<file path="config.mk">
export PLATFORM = sky130hd
export DESIGN_NAME = timer_capture_compare_channels
export DESIGN_NICKNAME = d
export VERILOG_FILES = /design/src/hw/tim_pkg.sv /design/src/hw/timer_capture_compare_channels.sv
export VERILOG_INCLUDE_DIRS = /design/src /design/src/hw
export SDC_FILE = /design/constraint.sdc
export NUM_CORES = 1
export LEC_CHECK = 0
export BUFFER_PORTS_ARGS = -buffer_cell sky130_fd_sc_hd__buf_4
export CAP_MARGIN = 20
export CORE_MARGIN = 8
export CORE_UTILIZATION = 45
export DETAILED_ROUTE_END_ITERATION = 10
export PLACE_DENSITY = 0.69
export SKIP_CTS_REPAIR_TIMING = 1
export SLEW_MARGIN = 5
export SYNTH_ARGS = -nofsm -noshare
export SYNTH_HDL_FRONTEND = slang
export SYNTH_SLANG_ARGS = --single-unit
</file>
<file path="constraint.sdc">
create_clock -name CLK_I -period 3.2 [get_ports CLK_I]
set_clock_uncertainty 0.15 [all_clocks]
set_input_delay 0.64 -clock CLK_I [delete_from_list [all_inputs] [get_ports CLK_I]]
set_output_delay 0.64 -clock CLK_I [all_outputs]
set_load 0.02 [all_outputs]
</file>
<file path="src/hw/tim_cfg.svh">
`ifndef TIM_CFG_SVH
`define TIM_CFG_SVH
// Channel count and masks
`define NCH         6
`define CH_MASK     6'h3f
`define ACC_MASK    2'h3
// Register word indices; byte address is four times the index
`define IX_SELECT   6'h00
`define IX_FORCE    6'h01
`define IX_COUNT    6'h04
`define IX_CTRL     6'h06
`define IX_TOGGLE   6'h07
`define IX_ACTION   6'h08
`define IX_IRQEN    6'h0c
`define IX_FLAGS    6'h0e
`define IX_OVF      6'h0f
`define IX_VALUE0   6'h10
`define IX_VALUE5   6'h15
`define IX_PORT     6'h18
`define IX_DIR      6'h19
`define IX_ACCFLG   6'h21
`define IX_ACCHI    6'h22
`define IX_ACCLO    6'h23
`define IX_DISC     6'h2c
`define IX_PRESC    6'h2e
// Bit positions
`define BIT_TEN     7
`define BIT_OVFIE   0
`define BIT_OVF     7
// Reset values and counter limits
`define RST_BYTE    8'h00
`define RST_CH      6'h00
`define RST_WORD    16'h0000
`define RST_ACT     12'h000
`define CNT_MAX     16'hffff
// Output action codes, mode bit upper
`define ACT_NONE    2'b00
`define ACT_TOGGLE  2'b01
`define ACT_CLEAR   2'b10
`define ACT_SET     2'b11
`endif

</file>
<file path="src/hw/tim_pkg.sv">
package tim_pkg;
  typedef logic [5:0]  chan_type;
  typedef logic [15:0] count_type;
  typedef logic [31:0] word_type;
  typedef logic [7:0]  byte_type;
  typedef logic [7:0]  addr_type;
endpackage

</file>
<file path="src/hw/timer_capture_compare_channels.sv">
`timescale 1ns/100ps
`include "tim_cfg.svh"

module timer_capture_compare_channels (
  input  wire logic          CLK_I,
  input  wire logic          RSTN_I,
  input  wire logic          PSEL_I,
  input  wire logic          PENABLE_I,
  input  wire logic          PWRITE_I,
  input  wire tim_pkg::addr_type PADDR_I,
  input  wire tim_pkg::word_type PWDATA_I,
  output tim_pkg::word_type  PRDATA_O,
  output logic               PREADY_O,
  output logic               PSLVERR_O,
  input  wire tim_pkg::chan_type CHAN_PIN_I,
  output tim_pkg::chan_type  CHAN_PIN_O,
  output tim_pkg::chan_type  CHAN_PIN_OE_O,
  output tim_pkg::chan_type  CHAN_IRQ_O,
  output logic               OVF_IRQ_O
);
  import tim_pkg::*;

  // ----------------------------------------
  // Storage
  // ----------------------------------------
  chan_type  sel_reg;        // Capture/compare select
  byte_type  ctrl_reg;       // Timer enable, overflow irq enable
  chan_type  tov_reg;        // Toggle at wrap
  logic [11:0] act_reg;      // Mode/level pairs
  chan_type  ie_reg;         // Channel irq enable
  chan_type  flag_reg;       // Channel event flags
  chan_type  flag_next;
  logic      ovf_reg;        // Counter overflow flag
  logic      ovf_next;
  count_type cnt_reg;        // Timer counter
  count_type val_reg [`NCH]; // Channel values
  chan_type  port_reg;       // General-purpose port data
  chan_type  dir_reg;        // General-purpose direction
  logic [1:0] accflg_reg;    // Accumulator flags
  count_type acc_reg;        // Accumulator count
  chan_type  disc_reg;       // Output disconnect
  byte_type  presc_reg;      // Prescaler value
  byte_type  pre_cnt_reg;    // Prescaler divider
  chan_type  oc_reg;         // Compare output latches
  chan_type  oc_next;
  chan_type  pin_d1_reg;     // Pin sample, one cycle back
  chan_type  pin_d2_reg;     // Pin sample, two cycles back
  word_type  prdata_reg;
  logic      pready_reg;
  logic      slverr_reg;
  chan_type  pin_o_reg;
  chan_type  pin_oe_reg;
  chan_type  irq_reg;
  logic      ovf_irq_reg;
  // ----------------------------------------
  // Bus decode
  // ----------------------------------------
  logic      setup;          // Setup phase of a transfer
  logic      wr_en;          // Write taking effect now
  logic [5:0] idx;           // Word index
  logic [2:0] vix;           // Value register index
  logic      aligned;
  word_type  rdata;
  logic      hit;
  assign setup   = PSEL_I & ~PENABLE_I;
  assign wr_en   = PSEL_I & PENABLE_I & PWRITE_I & pready_reg & aligned;
  assign idx     = PADDR_I[7:2];
  assign aligned = (PADDR_I[1:0] == 2'b00);
  assign vix     = 3'(idx - `IX_VALUE0);
  // ----------------------------------------
  // Counter and prescaler
  // ----------------------------------------
  logic      timer_enable_bit;            // Timer enable
  logic      tick;           // Counter advance
  logic      wrap;           // Counter passes maximum
  count_type cnt_inc;
  assign timer_enable_bit     = ctrl_reg[`BIT_TEN];
  assign tick    = timer_enable_bit & (pre_cnt_reg == presc_reg);
  assign cnt_inc = cnt_reg + 16'h0001;
  assign wrap    = tick & (cnt_reg == `CNT_MAX);
  // Prescaler divides by value plus one
  always_ff @(posedge CLK_I) begin
    if (!RSTN_I) begin
      pre_cnt_reg <= `RST_BYTE;
    end else if (!timer_enable_bit || tick) begin
      pre_cnt_reg <= `RST_BYTE;
    end else begin
      pre_cnt_reg <= pre_cnt_reg + 8'h01;
    end
  end
  // Free-running up counter, wraps to zero
  always_ff @(posedge CLK_I) begin
    if (!RSTN_I) begin
      cnt_reg <= `RST_WORD;
    end else if (wr_en && idx == `IX_COUNT) begin
      cnt_reg <= PWDATA_I[15:0];
    end else if (tick) begin
      cnt_reg <= cnt_inc;
    end
  end
  // ----------------------------------------
  // Channel events
  // ----------------------------------------
  chan_type cap_ev;          // Capture events
  chan_type match;           // Compare matches
  chan_type force_w;         // Forced compares
  chan_type clr;             // Flag clear mask
  chan_type drv;             // Compare owns pin
  // Edge needs the pin high on two samples
  assign cap_ev  = ~sel_reg & CHAN_PIN_I & pin_d1_reg & ~pin_d2_reg;
  assign force_w = (wr_en && idx == `IX_FORCE) ? (PWDATA_I[5:0] & sel_reg) : `RST_CH;
  assign clr     = (wr_en && idx == `IX_FLAGS) ? PWDATA_I[5:0] : `RST_CH;
  // Per-channel compare and pin ownership
  for (genvar c = 0; c < `NCH; c++) begin : g_ch
    assign match[c] = tick & sel_reg[c] & (cnt_inc == val_reg[c]);
    assign drv[c]   = sel_reg[c] & (act_reg[2*c+:2] != `ACT_NONE)
                      & ~disc_reg[c];
  end
  // Pin history for edge detection
  always_ff @(posedge CLK_I) begin
    if (!RSTN_I) begin
      pin_d1_reg <= `RST_CH;
      pin_d2_reg <= `RST_CH;
    end else begin
      pin_d1_reg <= CHAN_PIN_I;
      pin_d2_reg <= pin_d1_reg;
    end
  end
  // Channel values: capture wins over a bus write
  always_ff @(posedge CLK_I) begin
    if (!RSTN_I) begin
      for (int c = 0; c < `NCH; c++) begin
        val_reg[c] <= `RST_WORD;
      end
    end else begin
      for (int c = 0; c < `NCH; c++) begin
        if (cap_ev[c]) begin
          val_reg[c] <= cnt_reg;
        end else if (wr_en && idx == `IX_VALUE0 + 6'(c)) begin
          val_reg[c] <= PWDATA_I[15:0];
        end
      end
    end
  end
  // ----------------------------------------
  // Compare output latches
  // ----------------------------------------
  always_comb begin
    oc_next = oc_reg;
    for (int c = 0; c < `NCH; c++) begin
      if (wrap && tov_reg[c] && sel_reg[c]) begin
        oc_next[c] = ~oc_reg[c];
      end else if (match[c] || force_w[c]) begin
        case (act_reg[2*c+:2])
          `ACT_TOGGLE: oc_next[c] = ~oc_reg[c];
          `ACT_CLEAR:  oc_next[c] = 1'b0;
          `ACT_SET:    oc_next[c] = 1'b1;
          default:     oc_next[c] = oc_reg[c];
        endcase
      end
    end
  end
  // Latches preset even while disconnected
  always_ff @(posedge CLK_I) begin
    if (!RSTN_I) begin
      oc_reg <= `RST_CH;
    end else begin
      oc_reg <= oc_next;
    end
  end
  // Pin drive: compare output or latched port data
  always_ff @(posedge CLK_I) begin
    if (!RSTN_I) begin
      pin_o_reg  <= `RST_CH;
      pin_oe_reg <= `RST_CH;
    end else begin
      for (int c = 0; c < `NCH; c++) begin
        if (drv[c]) begin
          pin_o_reg[c] <= oc_next[c];
        end else begin
          pin_o_reg[c] <= port_reg[c];
        end
      end
      pin_oe_reg <= drv | dir_reg;
    end
  end
  // ----------------------------------------
  // Flags and interrupt lines
  // ----------------------------------------
  // Set wins over a same-cycle clear
  assign flag_next = (flag_reg & ~clr) | cap_ev | match;
  assign ovf_next  = (ovf_reg & ~(wr_en && idx == `IX_OVF && PWDATA_I[`BIT_OVF])) | wrap;
  always_ff @(posedge CLK_I) begin
    if (!RSTN_I) begin
      flag_reg    <= `RST_CH;
      ovf_reg     <= 1'b0;
      irq_reg     <= `RST_CH;
      ovf_irq_reg <= 1'b0;
    end else begin
      flag_reg    <= flag_next;
      ovf_reg     <= ovf_next;
      irq_reg     <= flag_next & ie_reg;
      ovf_irq_reg <= ovf_next & ctrl_reg[`BIT_OVFIE];
    end
  end
  // ----------------------------------------
  // Software registers
  // ----------------------------------------
  always_ff @(posedge CLK_I) begin
    if (!RSTN_I) begin
      sel_reg    <= `RST_CH;
      ctrl_reg   <= `RST_BYTE;
      tov_reg    <= `RST_CH;
      act_reg    <= `RST_ACT;
      ie_reg     <= `RST_CH;
      port_reg   <= `RST_CH;
      dir_reg    <= `RST_CH;
      disc_reg   <= `RST_CH;
      presc_reg  <= `RST_BYTE;
      accflg_reg <= 2'b00;
      acc_reg    <= `RST_WORD;
    end else if (wr_en) begin
      if (idx == `IX_SELECT) begin
        sel_reg <= PWDATA_I[5:0] & `CH_MASK;
      end else if (idx == `IX_CTRL) begin
        ctrl_reg <= PWDATA_I[7:0];
      end else if (idx == `IX_TOGGLE) begin
        tov_reg <= PWDATA_I[5:0];
      end else if (idx == `IX_ACTION) begin
        act_reg <= PWDATA_I[11:0];
      end else if (idx == `IX_IRQEN) begin
        ie_reg <= PWDATA_I[5:0];
      end else if (idx == `IX_PORT) begin
        port_reg <= PWDATA_I[5:0];
      end else if (idx == `IX_DIR) begin
        dir_reg <= PWDATA_I[5:0];
      end else if (idx == `IX_DISC) begin
        disc_reg <= PWDATA_I[5:0];
      end else if (idx == `IX_PRESC) begin
        presc_reg <= PWDATA_I[7:0];
      end else if (idx == `IX_ACCFLG) begin
        accflg_reg <= accflg_reg & ~PWDATA_I[1:0];
      end else if (idx == `IX_ACCHI) begin
        acc_reg[15:8] <= PWDATA_I[7:0];
      end else if (idx == `IX_ACCLO) begin
        acc_reg[7:0] <= PWDATA_I[7:0];
      end
    end
  end
  // Read mux; unmapped index flags an error
  always_comb begin
    rdata = '0;
    hit   = aligned;
    if (idx == `IX_SELECT) begin
      rdata[5:0] = sel_reg;
    end else if (idx == `IX_FORCE) begin
      rdata = '0;
    end else if (idx == `IX_COUNT) begin
      rdata[15:0] = cnt_reg;
    end else if (idx == `IX_CTRL) begin
      rdata[7:0] = ctrl_reg;
    end else if (idx == `IX_TOGGLE) begin
      rdata[5:0] = tov_reg;
    end else if (idx == `IX_ACTION) begin
      rdata[11:0] = act_reg;
    end else if (idx == `IX_IRQEN) begin
      rdata[5:0] = ie_reg;
    end else if (idx == `IX_FLAGS) begin
      rdata[5:0] = flag_reg;
    end else if (idx == `IX_OVF) begin
      rdata[`BIT_OVF] = ovf_reg;
    end else if (idx >= `IX_VALUE0 && idx <= `IX_VALUE5) begin
      rdata[15:0] = val_reg[vix];
    end else if (idx == `IX_PORT) begin
      rdata[5:0] = port_reg;
    end else if (idx == `IX_DIR) begin
      rdata[5:0] = dir_reg;
    end else if (idx == `IX_ACCFLG) begin
      rdata[1:0] = accflg_reg & `ACC_MASK;
    end else if (idx == `IX_ACCHI) begin
      rdata[7:0] = acc_reg[15:8];
    end else if (idx == `IX_ACCLO) begin
      rdata[7:0] = acc_reg[7:0];
    end else if (idx == `IX_DISC) begin
      rdata[5:0] = disc_reg;
    end else if (idx == `IX_PRESC) begin
      rdata[7:0] = presc_reg;
    end else begin
      hit = 1'b0;
    end
  end
  // Answer one cycle after setup, no wait states
  always_ff @(posedge CLK_I) begin
    if (!RSTN_I) begin
      pready_reg <= 1'b0;
      prdata_reg <= '0;
      slverr_reg <= 1'b0;
    end else begin
      pready_reg <= setup;
      slverr_reg <= setup & ~hit;
      if (setup && !PWRITE_I) begin
        prdata_reg <= rdata;
      end
    end
  end
  assign PRDATA_O      = prdata_reg;
  assign PREADY_O      = pready_reg;
  assign PSLVERR_O     = slverr_reg;
  assign CHAN_PIN_O    = pin_o_reg;
  assign CHAN_PIN_OE_O = pin_oe_reg;
  assign CHAN_IRQ_O    = irq_reg;
  assign OVF_IRQ_O     = ovf_irq_reg;
endmodule

</file>
Word level (Yosys, flattened, before mapping) --
Memory sizes are Yosys's and may differ from the RTL's. Index checks and enable logic that the tools add are counted.
Cells by class: add/sub/neg operators 3, order comparisons 2, eq/ne operators 47, muxes and demuxes 178, bitwise operators 88, reductions and logical operators 56
Operators with widths (count):
- $mux 16 | 16
- $mux 8 | 30
- $mux 6 | 22
- $mux 10 | 10
- $eq 16x16->1 | 6
- $mux 1 | 79
- $mux 7 | 9
- $eq 6x5->1 const B | 8
- $and 6x6->6 | 6
- $and 1x1->1 | 34
- $eq 6x6->1 const B | 5
- $not 1->1 | 27
- $logic_and 1x1->1 | 25
- $eq 2x2->1 const B | 12
- $eq 6x4->1 const B | 4
- $eq 6x3->1 const B | 3
- $not 6->6 | 3
- $or 6x6->6 | 3
- $pmux 1 s3 | 6
- $add 16x1->16 const B | 1
- $eq 16x16->1 const B | 1
- $reduce_bool 2->1 | 7
- $or 1x1->1 | 13
- $reduce_and 13->1 | 1
- other kinds (28) | 43
Word-level totals: register bits 184, bits in writable memories 96, input port bits 51, word-level logic and storage cells 401, memories kept 1
Memories:
- val_reg | depth 6, width 16, rd ports 7, clocked after memory_dff 0, write ports 6, RTL line timer_capture_compare_channels.sv:36 | count_type val_reg [`NCH];

Logic depth before layout (Yosys ltp) --
Gate-level depths: netlist (run 1).
depth in word-level cells 66, depth in mapped cells 12

Least setup slack after synthesis (run 1) --
No wires, ideal clock.
path type input-to-reg, start input port PADDR_I[1], end memory val_reg[4][0] in the netlist's numbering, enable pin, data arrival time 2.658 ns, required time 2.678 ns, setup slack 0.020 ns, cell stages on the path 5, path through or2_2 -> nor2_1 -> nand3_1 -> nor4_1 -> or3_1
RTL lines:
- start: declaration | RTL line timer_capture_compare_channels.sv:10 | input wire tim_pkg::addr_type PADDR_I,
- end: declaration | RTL line timer_capture_compare_channels.sv:36

Worst setup path in the final report (run 1) --
start register cnt_reg[9], end register irq_reg[1], in the netlist CHAN_IRQ_O[1]
Between the ends: word-level cells in the longest chain between the ends 5
Ends and longest elaborated chain:
- start: declaration | RTL line timer_capture_compare_channels.sv:35 | count_type cnt_reg;
- start signal: assignment | RTL line timer_capture_compare_channels.sv:94 | cnt_reg <= `RST_WORD;
- start signal: assignment | RTL line timer_capture_compare_channels.sv:96 | cnt_reg <= PWDATA_I[15:0];
- start signal: assignment | RTL line timer_capture_compare_channels.sv:98 | cnt_reg <= cnt_inc;
- $add 16x1->16 | RTL line timer_capture_compare_channels.sv:79 | assign cnt_inc = cnt_reg + 16'h0001;
- $eq 16x16->1 | RTL line timer_capture_compare_channels.sv:115 | assign match[c] = tick & sel_reg[c] & (cnt_inc == val_reg[c]);
- $and 1x1->1 | RTL line timer_capture_compare_channels.sv:115
- $or 6x6->6 | RTL line timer_capture_compare_channels.sv:191 | assign flag_next = (flag_reg & ~clr) | cap_ev | match;
- $and 6x6->6 | RTL line timer_capture_compare_channels.sv:202 | irq_reg <= flag_next & ie_reg;
- end signal: assignment | RTL line timer_capture_compare_channels.sv:197 | irq_reg <= `RST_CH;
- end signal: assignment | RTL line timer_capture_compare_channels.sv:202
- end: declaration | RTL line timer_capture_compare_channels.sv:53 | chan_type irq_reg;
No other way between the ends. A chain may end at the register's enable or synchronous reset.

==> results of run 1 <==
[worst max-delay path: stages (launching register included)]
cell	delay (ps)
dfxtp_1	460
nand3_2	260
nor3_1	500
nor2_1	100
or4_1	420
or4_4	480
nor3b_4	270
buf_4	160
o31a_1	140
and2_1	120
[cells by family (layout without fill, tap and decap cells)]
logic type	count (synthesis)	count (layout)	synth area share
adders and majority gates	2	2	0.00168
other	1	16	0.000251
xor gates and xnor gates	135	135	0.0990
and+or+nand+nor	493	493	0.169
DFF	264	264	0.419
AOI/OAI and AO/OA	360	360	0.175
muxes	107	107	0.0857
buffers and inverters	168	306	0.0505
[cell usage in the layout, fill, tap and decap left out, types with 30 or more instances in the layout]
cell type / Yosys / layout
buf_4: 18 / 220
clkbuf_16: 0 / 30
o21ai_0: 49 / 49
mux2i_1: 85 / 83
a22o_1: 99 / 99
nand2_1: 105 / 105
a21oi_1: 65 / 65
dfxtp_1: 168 / 164
edfxtp_1: 96 / 96
nand3_1: 57 / 56
xor2_1: 54 / 53
xnor2_1: 59 / 56
nor2_1: 149 / 148
[how the worst min path moves through the flow]
stage                  startpoint       endpoint  cells after the start
floorplan           accflg_reg[1]  accflg_reg[1]                      2
global placement    accflg_reg[0]  accflg_reg[0]                      2
detailed placement  accflg_reg[0]  accflg_reg[0]                      2
CTS                     PENABLE_I       PREADY_O                      2
global route        CHAN_PIN_I[4]  pin_d1_reg[4]                      2
finish                  PENABLE_I       PREADY_O                      2
[where the power goes]
part           internal (W)  leakage [nW]  switching (W)
clock network       0.00226         0.504        0.00139
logic              0.000221          4.15       0.000386
registers           0.00355          2.37      0.0000670
[final cells by class]
class / count / share of cell area
Sequential cell: 264 / 0.348
Inverter: 20 / 0.00425
Timing Repair Buffer: 234 / 0.106
Clock inverter: 12 / 0.0118
Clock buffer: 40 / 0.0456
Multi-Input combinational cell: 1113 / 0.453
Tap cell: 442 / 0.0308
[metrics by stage]
| stage | power (W) | util | setup TNS (ps) |
|---|---|---|---|
| 3_3_place_gp | 0.00426 | 0.513 | -1.94 |
| 5_1_grt | 0.00806 | 0.551 | 0 |
| 2_1_floorplan | 0.00401 | - | 0 |
| 3_5_place_dp | 0.00427 | 0.514 | -18.6 |
| 6_report | 0.00788 | 0.551 | 0 |
| 4_1_cts | 0.00787 | 0.545 | -80.3 |
[routing by layer]
metal	vias up	wire length [um]	global-route usage
li1	5865	-	-
met1	6475	22700	0.381
met2	863	23800	0.415
met3	139	6250	0.0587
met4	0	2130	0.102
met5	-	0	0
==> impl_metrics.env, run 1 <==
export IMPL_drtPass1Iterations=6
export IMPL_largest_register_ffs=96
export IMPL_coreArea_um2=32600
export IMPL_ir_worst_vdd_mv=0.450
export IMPL_synthTopCellsByArea="dfxtp_1 23%, edfxtp_1 19%, a22o_1 5.8%"
export IMPL_finalNonFillerCells=2125
export IMPL_period_share=0.975
export IMPL_reg2reg_to="CHAN_IRQ_O[1]"
export IMPL_slew_headroom=0.526
export IMPL_fin_ws_ps=81.1
export IMPL_critPathKind="flop to flop"
export IMPL_ff_latch_area_um2=6250
export IMPL_drt_iter0_drc=1763
export IMPL_endpoint="CHAN_IRQ_O[1]"
export IMPL_ant_nets=0
export IMPL_drcViolationCount=0
export IMPL_r2r_slack_ps=80
export IMPL_synthFlopType="dfxtp_1"
export IMPL_yosys_warnings=0
export IMPL_fin_hold_ws_ps=147
export IMPL_fillers=2887
export IMPL_syn_area_um2=14900
export IMPL_synth_top_area_frac=0.225
export IMPL_min_period_ps=3120
export IMPL_r2r_start="cnt_reg[9]"
export IMPL_cp_data_arrival_time_ps=3460
export IMPL_cap_violations=0
export IMPL_placed_cells=2070
export IMPL_die_h_um=198
export IMPL_synth_edf_count=96
export IMPL_p_per_area_nw_per_um2=439
export IMPL_timing_fmax_ghz=0.321
export IMPL_cts_buffers=28
export IMPL_finalMaxSlewViolations=0
export IMPL_wl_per_cell_um=25.8
export IMPL_synth_most_common_cell="dfxtp_1"
export IMPL_synth_cells=1530
export IMPL_dpl_worst_slack_ps=-18.6
export IMPL_cts_htree_levels=1
export IMPL_cts_root_buf="clkbuf_16"
export IMPL_worst_setup_path_end_kind="flop"
export IMPL_grtUsageTotal=0.275
export IMPL_ys_types=86
export IMPL_startpoint="cnt_reg[9]"
export IMPL_crit_path_start_kind="flop"
export IMPL_n_antenna_cell=0
export IMPL_crit_fanout=7
export IMPL_cts_buffer_depth=3
export IMPL_numPortBuffers=71
export IMPL_grt_max_degree=57
export IMPL_status="complete, no violations"
export IMPL_synth_commonest_cells="168 x dfxtp_1, 149 x nor2_1, 105 x nand2_1, 99 x a22o_1, 96 x edfxtp_1"
export IMPL_cts_sinks=264
export IMPL_clk_latency_ps=560
export IMPL_clk_pin_slew_ps=60
export IMPL_dp_hpwl_mm=39.0
export IMPL_rsz0062_at_grt="false"
export IMPL_rows=66
export IMPL_num_vias=13342
export IMPL_worstMarginPinSlew_ps=710
export IMPL_dieArea_um2=39200
export IMPL_hold_class="input pin to flop"
export IMPL_grt_pass1_wl_mm=81.5
export IMPL_layout_nets=1714
export IMPL_initial_utilization=0.457
export IMPL_avgSynthCellArea_um2=9.75
export IMPL_via_per_inst=6.28
export IMPL_hold_viol_final=0
export IMPL_setup_viol=0
export IMPL_r2r_cells=9
export IMPL_grt_pass1_vias=12787
export IMPL_tritoncts="yes"
export IMPL_drt_total_wl_mm=54.9
export IMPL_synth_area_leader_cell="dfxtp_1"
export IMPL_grt_ovfl_total=0
export IMPL_synthArstFlopShare=0
export IMPL_ys_ff_latch=264
export IMPL_gp_congestion=1.00
export IMPL_crit_required_ps=3550
export IMPL_fin_area_um2=18000
export IMPL_area_growth_pct=20.3
export IMPL_layout_drive_gt1_share=0.211
export IMPL_place_area_um2=16800
export IMPL_p_leak_nw=7.02
export IMPL_die_x_um=198
export IMPL_seq_area_frac_synth=0.419
export IMPL_pin_count=104
export IMPL_multi_input_area_um2=8140
export IMPL_grt_antenna_before_repair=0
No activity file was read; power rests on OpenSTA's default activity.
==> run 2: changes to the inputs <==
CELL_PAD_IN_SITES_DETAIL_PLACEMENT = 0   (was unset)
CELL_PAD_IN_SITES_GLOBAL_PLACEMENT = 1   (was unset)
CORE_UTILIZATION = 43   (was 45)
PLACE_DENSITY = 0.8   (was 0.69)
==> run 2 against run 1 <==
  * Die area rose by 4.3%
  * Fmax rose by 0.43%
  * Global-route usage fell by 1.4 points
  * Worst hold slack got worse by 9.9 ps
  * Clock-buffer cell count fell by 7
  * Sequential share of layout area rose by 0.55 points
  * Core utilization fell by 3.6 points
  * Critical path type unchanged
==> impl_metrics.env, run 2 (synthesis gave the netlist of run 1 again) <==
export IMPL_layout_drive_gt1_share=0.205
export IMPL_crit_required_ps=3550
export IMPL_p_leak_nw=6.86
export IMPL_period_share=0.971
export IMPL_final_cell_mix="216 x buf_4, 163 x dfxtp_1, 148 x nor2_1, 105 x nand2_1, 99 x a22o_1"
export IMPL_p_clk_frac=0.437
export IMPL_timing_fmax_ghz=0.322
export IMPL_power_w=0.00749
export IMPL_die_h_um=202
export IMPL_min_period_ps=3110
export IMPL_setup_viol=0
export IMPL_grt_ovfl_total=0
export IMPL_grt_max_degree=81
export IMPL_initial_utilization=0.434
export IMPL_post_route_util=0.514
export IMPL_largest_register_ffs=96
export IMPL_worst_setup_path_end_kind="flop"
export IMPL_cts_sinks=264
export IMPL_cap_violations=0
export IMPL_cts_buffers=29
export IMPL_wl_per_cell_um=25.9
export IMPL_net_switching_power_w=0.00189
export IMPL_dp_hpwl_mm=39.7
export IMPL_grtUsageTotal=0.261
export IMPL_via_per_inst=6.16
export IMPL_rsz0062_at_grt="false"
export IMPL_cts_root_buf="clkbuf_16"
export IMPL_seqPwrFrac=0.483
export IMPL_pin_count=104
export IMPL_worstMarginPinSlew_ps=977
export IMPL_grt_pass1_wl_mm=82.3
export IMPL_cp_data_arrival_time_ps=3460
export IMPL_cts_buffer_depth=3
export IMPL_layout_nets=1704
export IMPL_p_per_area_nw_per_um2=423
export IMPL_placed_cells=2074
export IMPL_ir_worst_vdd_mv=0.508
export IMPL_internal_power_w=0.00560
export IMPL_fillers=3162
export IMPL_crit_fanout=7
export IMPL_finalMaxSlewViolations=0
export IMPL_num_vias=13106
export IMPL_combPwrFrac=0.080
export IMPL_clk_pin_slew_ps=70
export IMPL_critPathKind="flop to flop"
export IMPL_tritoncts="yes"
export IMPL_grt_antenna_before_repair=2
export IMPL_finalNonFillerCells=2126
export IMPL_ant_nets=0
export IMPL_netSwitchingFraction=0.252
export IMPL_rows=68
export IMPL_hold_viol_final=0
export IMPL_gp_congestion=1.02
export IMPL_tns_ps=0
export IMPL_clk_latency_ps=570
export IMPL_hold_class="input pin to flop"
export IMPL_die_x_um=202
export IMPL_grt_pass1_vias=12573
export IMPL_coreArea_um2=34400
export IMPL_drt_total_wl_mm=55.0
export IMPL_drtPass1Iterations=6
export IMPL_area_growth_pct=18.5
export IMPL_fin_hold_ws_ps=137
export IMPL_crit_path_start_kind="flop"
export IMPL_cts_htree_levels=1
export IMPL_slew_headroom=0.349
export IMPL_drcViolationCount=0
export IMPL_status="complete, no violations"
export IMPL_numPortBuffers=71
export IMPL_final_common_cell="buf_4"
export IMPL_drt_iter0_drc=1664
export IMPL_dieArea_um2=40900
## run 2: stage by stage
stage / area (um^2) / setup slack, ps
final: 17700 / 94.3
after floorplan: 15000 / 20.2
after global routing: 17700 / 6.09
after CTS: 17600 / -32.1
after detailed placement: 16600 / -33.7
after global placement: 16600 / -5.33
## run 2: final cells by class
class / instances / area [um^2] / area share
diodes: 1 / 2.50 / 0.000142
clock buffers: 33 / 782 / 0.0442
clock inverters: 17 / 134 / 0.00757
inverters: 20 / 76.3 / 0.00432
multi-input cells: 1113 / 8120 / 0.459
flip-flops and latches: 264 / 6250 / 0.354
well taps: 455 / 569 / 0.0322
repair buffers: 223 / 1750 / 0.0991
## run 2: metal layers
layer | vias up | share of wire | wire (um) | track usage
met3 | 125 | 0.095 | 5230 | 0.0477
met2 | 739 | 0.45 | 24600 | 0.407
met1 | 6402 | 0.42 | 22900 | 0.354
met5 | - | 0 | 0 | 0
met4 | 0 | 0.042 | 2330 | 0.105
li1 | 5840 | - | - | -
## run 2: worst paths after layout
kind | to | start | cells after the start | slack [ps]
max | CHAN_IRQ_O[1] | cnt_reg[9] | 9 | 90
min | PREADY_O | PENABLE_I | 2 | 140
max reg2reg | CHAN_IRQ_O[1] | cnt_reg[9] | 9 | 90
min reg2reg | accflg_reg[1] | accflg_reg[1] | 2 | 290
## run 2: power by group through the flow
stage / clock network (W) / logic, W / registers [W]
floorplan: 0 / 0.000344 / 0.00367
global placement: 0 / 0.000581 / 0.00368
detailed placement: 0 / 0.000584 / 0.00369
CTS: 0.00329 / 0.000587 / 0.00361
global route: 0.00343 / 0.000626 / 0.00362
finish: 0.00327 / 0.000601 / 0.00362
## run 2: critical path, stage by stage (launching register included)
cell	delay [ps]
dfxtp_1	410
nand3_2	220
nor3_1	570
nor2_1	90
or4_1	440
or4_4	480
nor3b_4	250
buf_4	160
o31a_1	140
and2_1	120
==> run 3: changes to the inputs <==
CORE_UTILIZATION = 45   (was 43)
clock period = 3.6 ns   (was 3.2 ns; I/O delays follow)
==> run 3 against run 2 <==
  * Worst setup slack worse by 18 ps
  * Largest power group unchanged
  * Non-clock buffer count is 41 lower
  * Clock-buffer cell count is 11 higher
  * Via count is 0.47% lower
  * Sequential power is 11% lower
  * Power is 12% lower
  * First-iteration DRC count is 2.2% lower
  * Sequential share of layout area is 0.97 points higher
  * Highest routed layer unchanged
  * Fmax is 12% lower
  * Register-to-register slack worse by 20 ps
  * Critical path depth is 2 higher
  * Critical endpoint is now CHAN_PIN_O[3]
  * Combinational power is 13% lower
==> impl_metrics.env, run 3 (synthesis gave the netlist of run 1 again) <==
export IMPL_drt_iter0_drc=1628
export IMPL_clk_pin_slew_ps=60
export IMPL_fin_ws_ps=76.3
export IMPL_initial_utilization=0.457
export IMPL_grt_antenna_before_repair=0
export IMPL_r2r_cells=11
export IMPL_area_growth_pct=15.2
export IMPL_cts_sinks=264
export IMPL_min_period_ps=3520
export IMPL_r2r_start="presc_reg[7]"
export IMPL_reg2reg_to="CHAN_PIN_O[3]"
export IMPL_rows=66
export IMPL_cp_data_arrival_time_ps=3800
export IMPL_status="complete, no violations"
export IMPL_grt_pass1_wl_mm=80.5
export IMPL_cts_buffer_depth=3
export IMPL_crit_path_start_kind="flop"
export IMPL_post_route_util=0.527
export IMPL_finalMaxSlewViolations=0
export IMPL_wl_per_cell_um=26.5
export IMPL_crit_fanout=8
export IMPL_cap_violations=0
export IMPL_hold_class="input pin to flop"
export IMPL_ant_nets=0
export IMPL_p_leak_nw=6.60
export IMPL_tritoncts="yes"
export IMPL_r2r_slack_ps=80
export IMPL_fillers=2989
export IMPL_crit_required_ps=3880
export IMPL_drt_total_wl_mm=54.9
export IMPL_grt_max_degree=41
export IMPL_dp_hpwl_mm=39.3
export IMPL_final_common_cell="buf_4"
export IMPL_slew_headroom=0.413
export IMPL_grt_pass1_vias=12276
export IMPL_tns_ps=0
export IMPL_layout_nets=1663
export IMPL_worst_setup_path_end_kind="flop"
export IMPL_endpoint="CHAN_PIN_O[3]"
export IMPL_cts_buffers=29
export IMPL_gp_congestion=0.937
export IMPL_drtPass1Iterations=6
export IMPL_startpoint="presc_reg[7]"
export IMPL_setup_viol=0
export IMPL_p_per_area_nw_per_um2=385
export IMPL_layout_drive_gt1_share=0.170
export IMPL_numPortBuffers=71
export IMPL_timing_fmax_ghz=0.284
export IMPL_hold_viol_final=0
export IMPL_die_h_um=198
export IMPL_cts_htree_levels=1
export IMPL_period_share=0.979
export IMPL_worstMarginPinSlew_ps=881
export IMPL_dpl_worst_slack_ps=117
export IMPL_grtUsageTotal=0.273
export IMPL_num_vias=13044
export IMPL_final_cell_mix="180 x buf_4, 167 x dfxtp_1, 149 x nor2_1, 105 x nand2_1, 99 x a22o_1"
export IMPL_via_per_inst=6.29
export IMPL_clk_latency_ps=560
export IMPL_drcViolationCount=0
export IMPL_dieArea_um2=39200
export IMPL_largest_register_ffs=96
export IMPL_die_x_um=198
export IMPL_n_antenna_cell=0
export IMPL_pin_count=104
export IMPL_finalNonFillerCells=2073
export IMPL_critPathKind="flop to flop"
export IMPL_coreArea_um2=32600
export IMPL_grt_ovfl_total=0
export IMPL_placed_cells=2021
export IMPL_cts_root_buf="clkbuf_16"
export IMPL_ir_worst_vdd_mv=0.442
[run 3: critical path, stage by stage, from the launching register on]
cell	delay, ps
dfxtp_1	380
xor2_1	190
nor4_1	540
nand3_1	400
buf_4	300
nor3_1	200
buf_4	160
nand3_1	90
nor4_2	370
buf_4	230
mux2i_1	270
o31ai_2	110
[run 3: cell type report]
class / count / area [um^2] / share of cell area
multi-input cells: 1113 / 8040 / 0.467
flip-flops and latches: 264 / 6250 / 0.363
repair buffers: 182 / 1390 / 0.0809
clock buffers: 44 / 802 / 0.0466
well taps: 442 / 553 / 0.0322
clock inverters: 8 / 91.3 / 0.00531
inverters: 20 / 77.6 / 0.00451
[run 3: power by group]
group / switching, W / total [W] / internal (W) / leakage (nW)
combinational: 0.000339 / 0.000520 / 0.000182 / 3.81
clock: 0.00121 / 0.00288 / 0.00167 / 0.435
sequential: 0.0000569 / 0.00321 / 0.00316 / 2.36
total: 0.00161 / 0.00662 / 0.00501 / 6.60
[run 3: how the worst min path moves through the flow]
stage | cells after the start | startpoint | endpoint | slack [ps]
2_1_floorplan | 2 | accflg_reg[1] | accflg_reg[1] | 260
3_3_place_gp | 2 | accflg_reg[0] | accflg_reg[0] | 270
3_5_place_dp | 2 | accflg_reg[0] | accflg_reg[0] | 280
4_1_cts | 2 | CHAN_PIN_I[3] | pin_d1_reg[3] | 200
5_1_grt | 2 | CHAN_PIN_I[0] | pin_d1_reg[0] | 220
6_report | 2 | CHAN_PIN_I[0] | pin_d1_reg[0] | 220
[run 3: per-stage QoR]
step | cell area, um^2 | hold WS, ps | power [W]
after floorplan | 15000 | 262 | 0.00357
after global placement | 16300 | 271 | 0.00378
after detailed placement | 16300 | 280 | 0.00378
after CTS | 17200 | 204 | 0.00663
after global routing | 17200 | 218 | 0.00679
final | 17200 | 217 | 0.00662
[run 3: layer usage]
layer / part of all wire / global-route usage
met5: 0 / 0
met4: 0.039 / 0.0985
met3: 0.10 / 0.0404
met2: 0.43 / 0.416
met1: 0.42 / 0.389
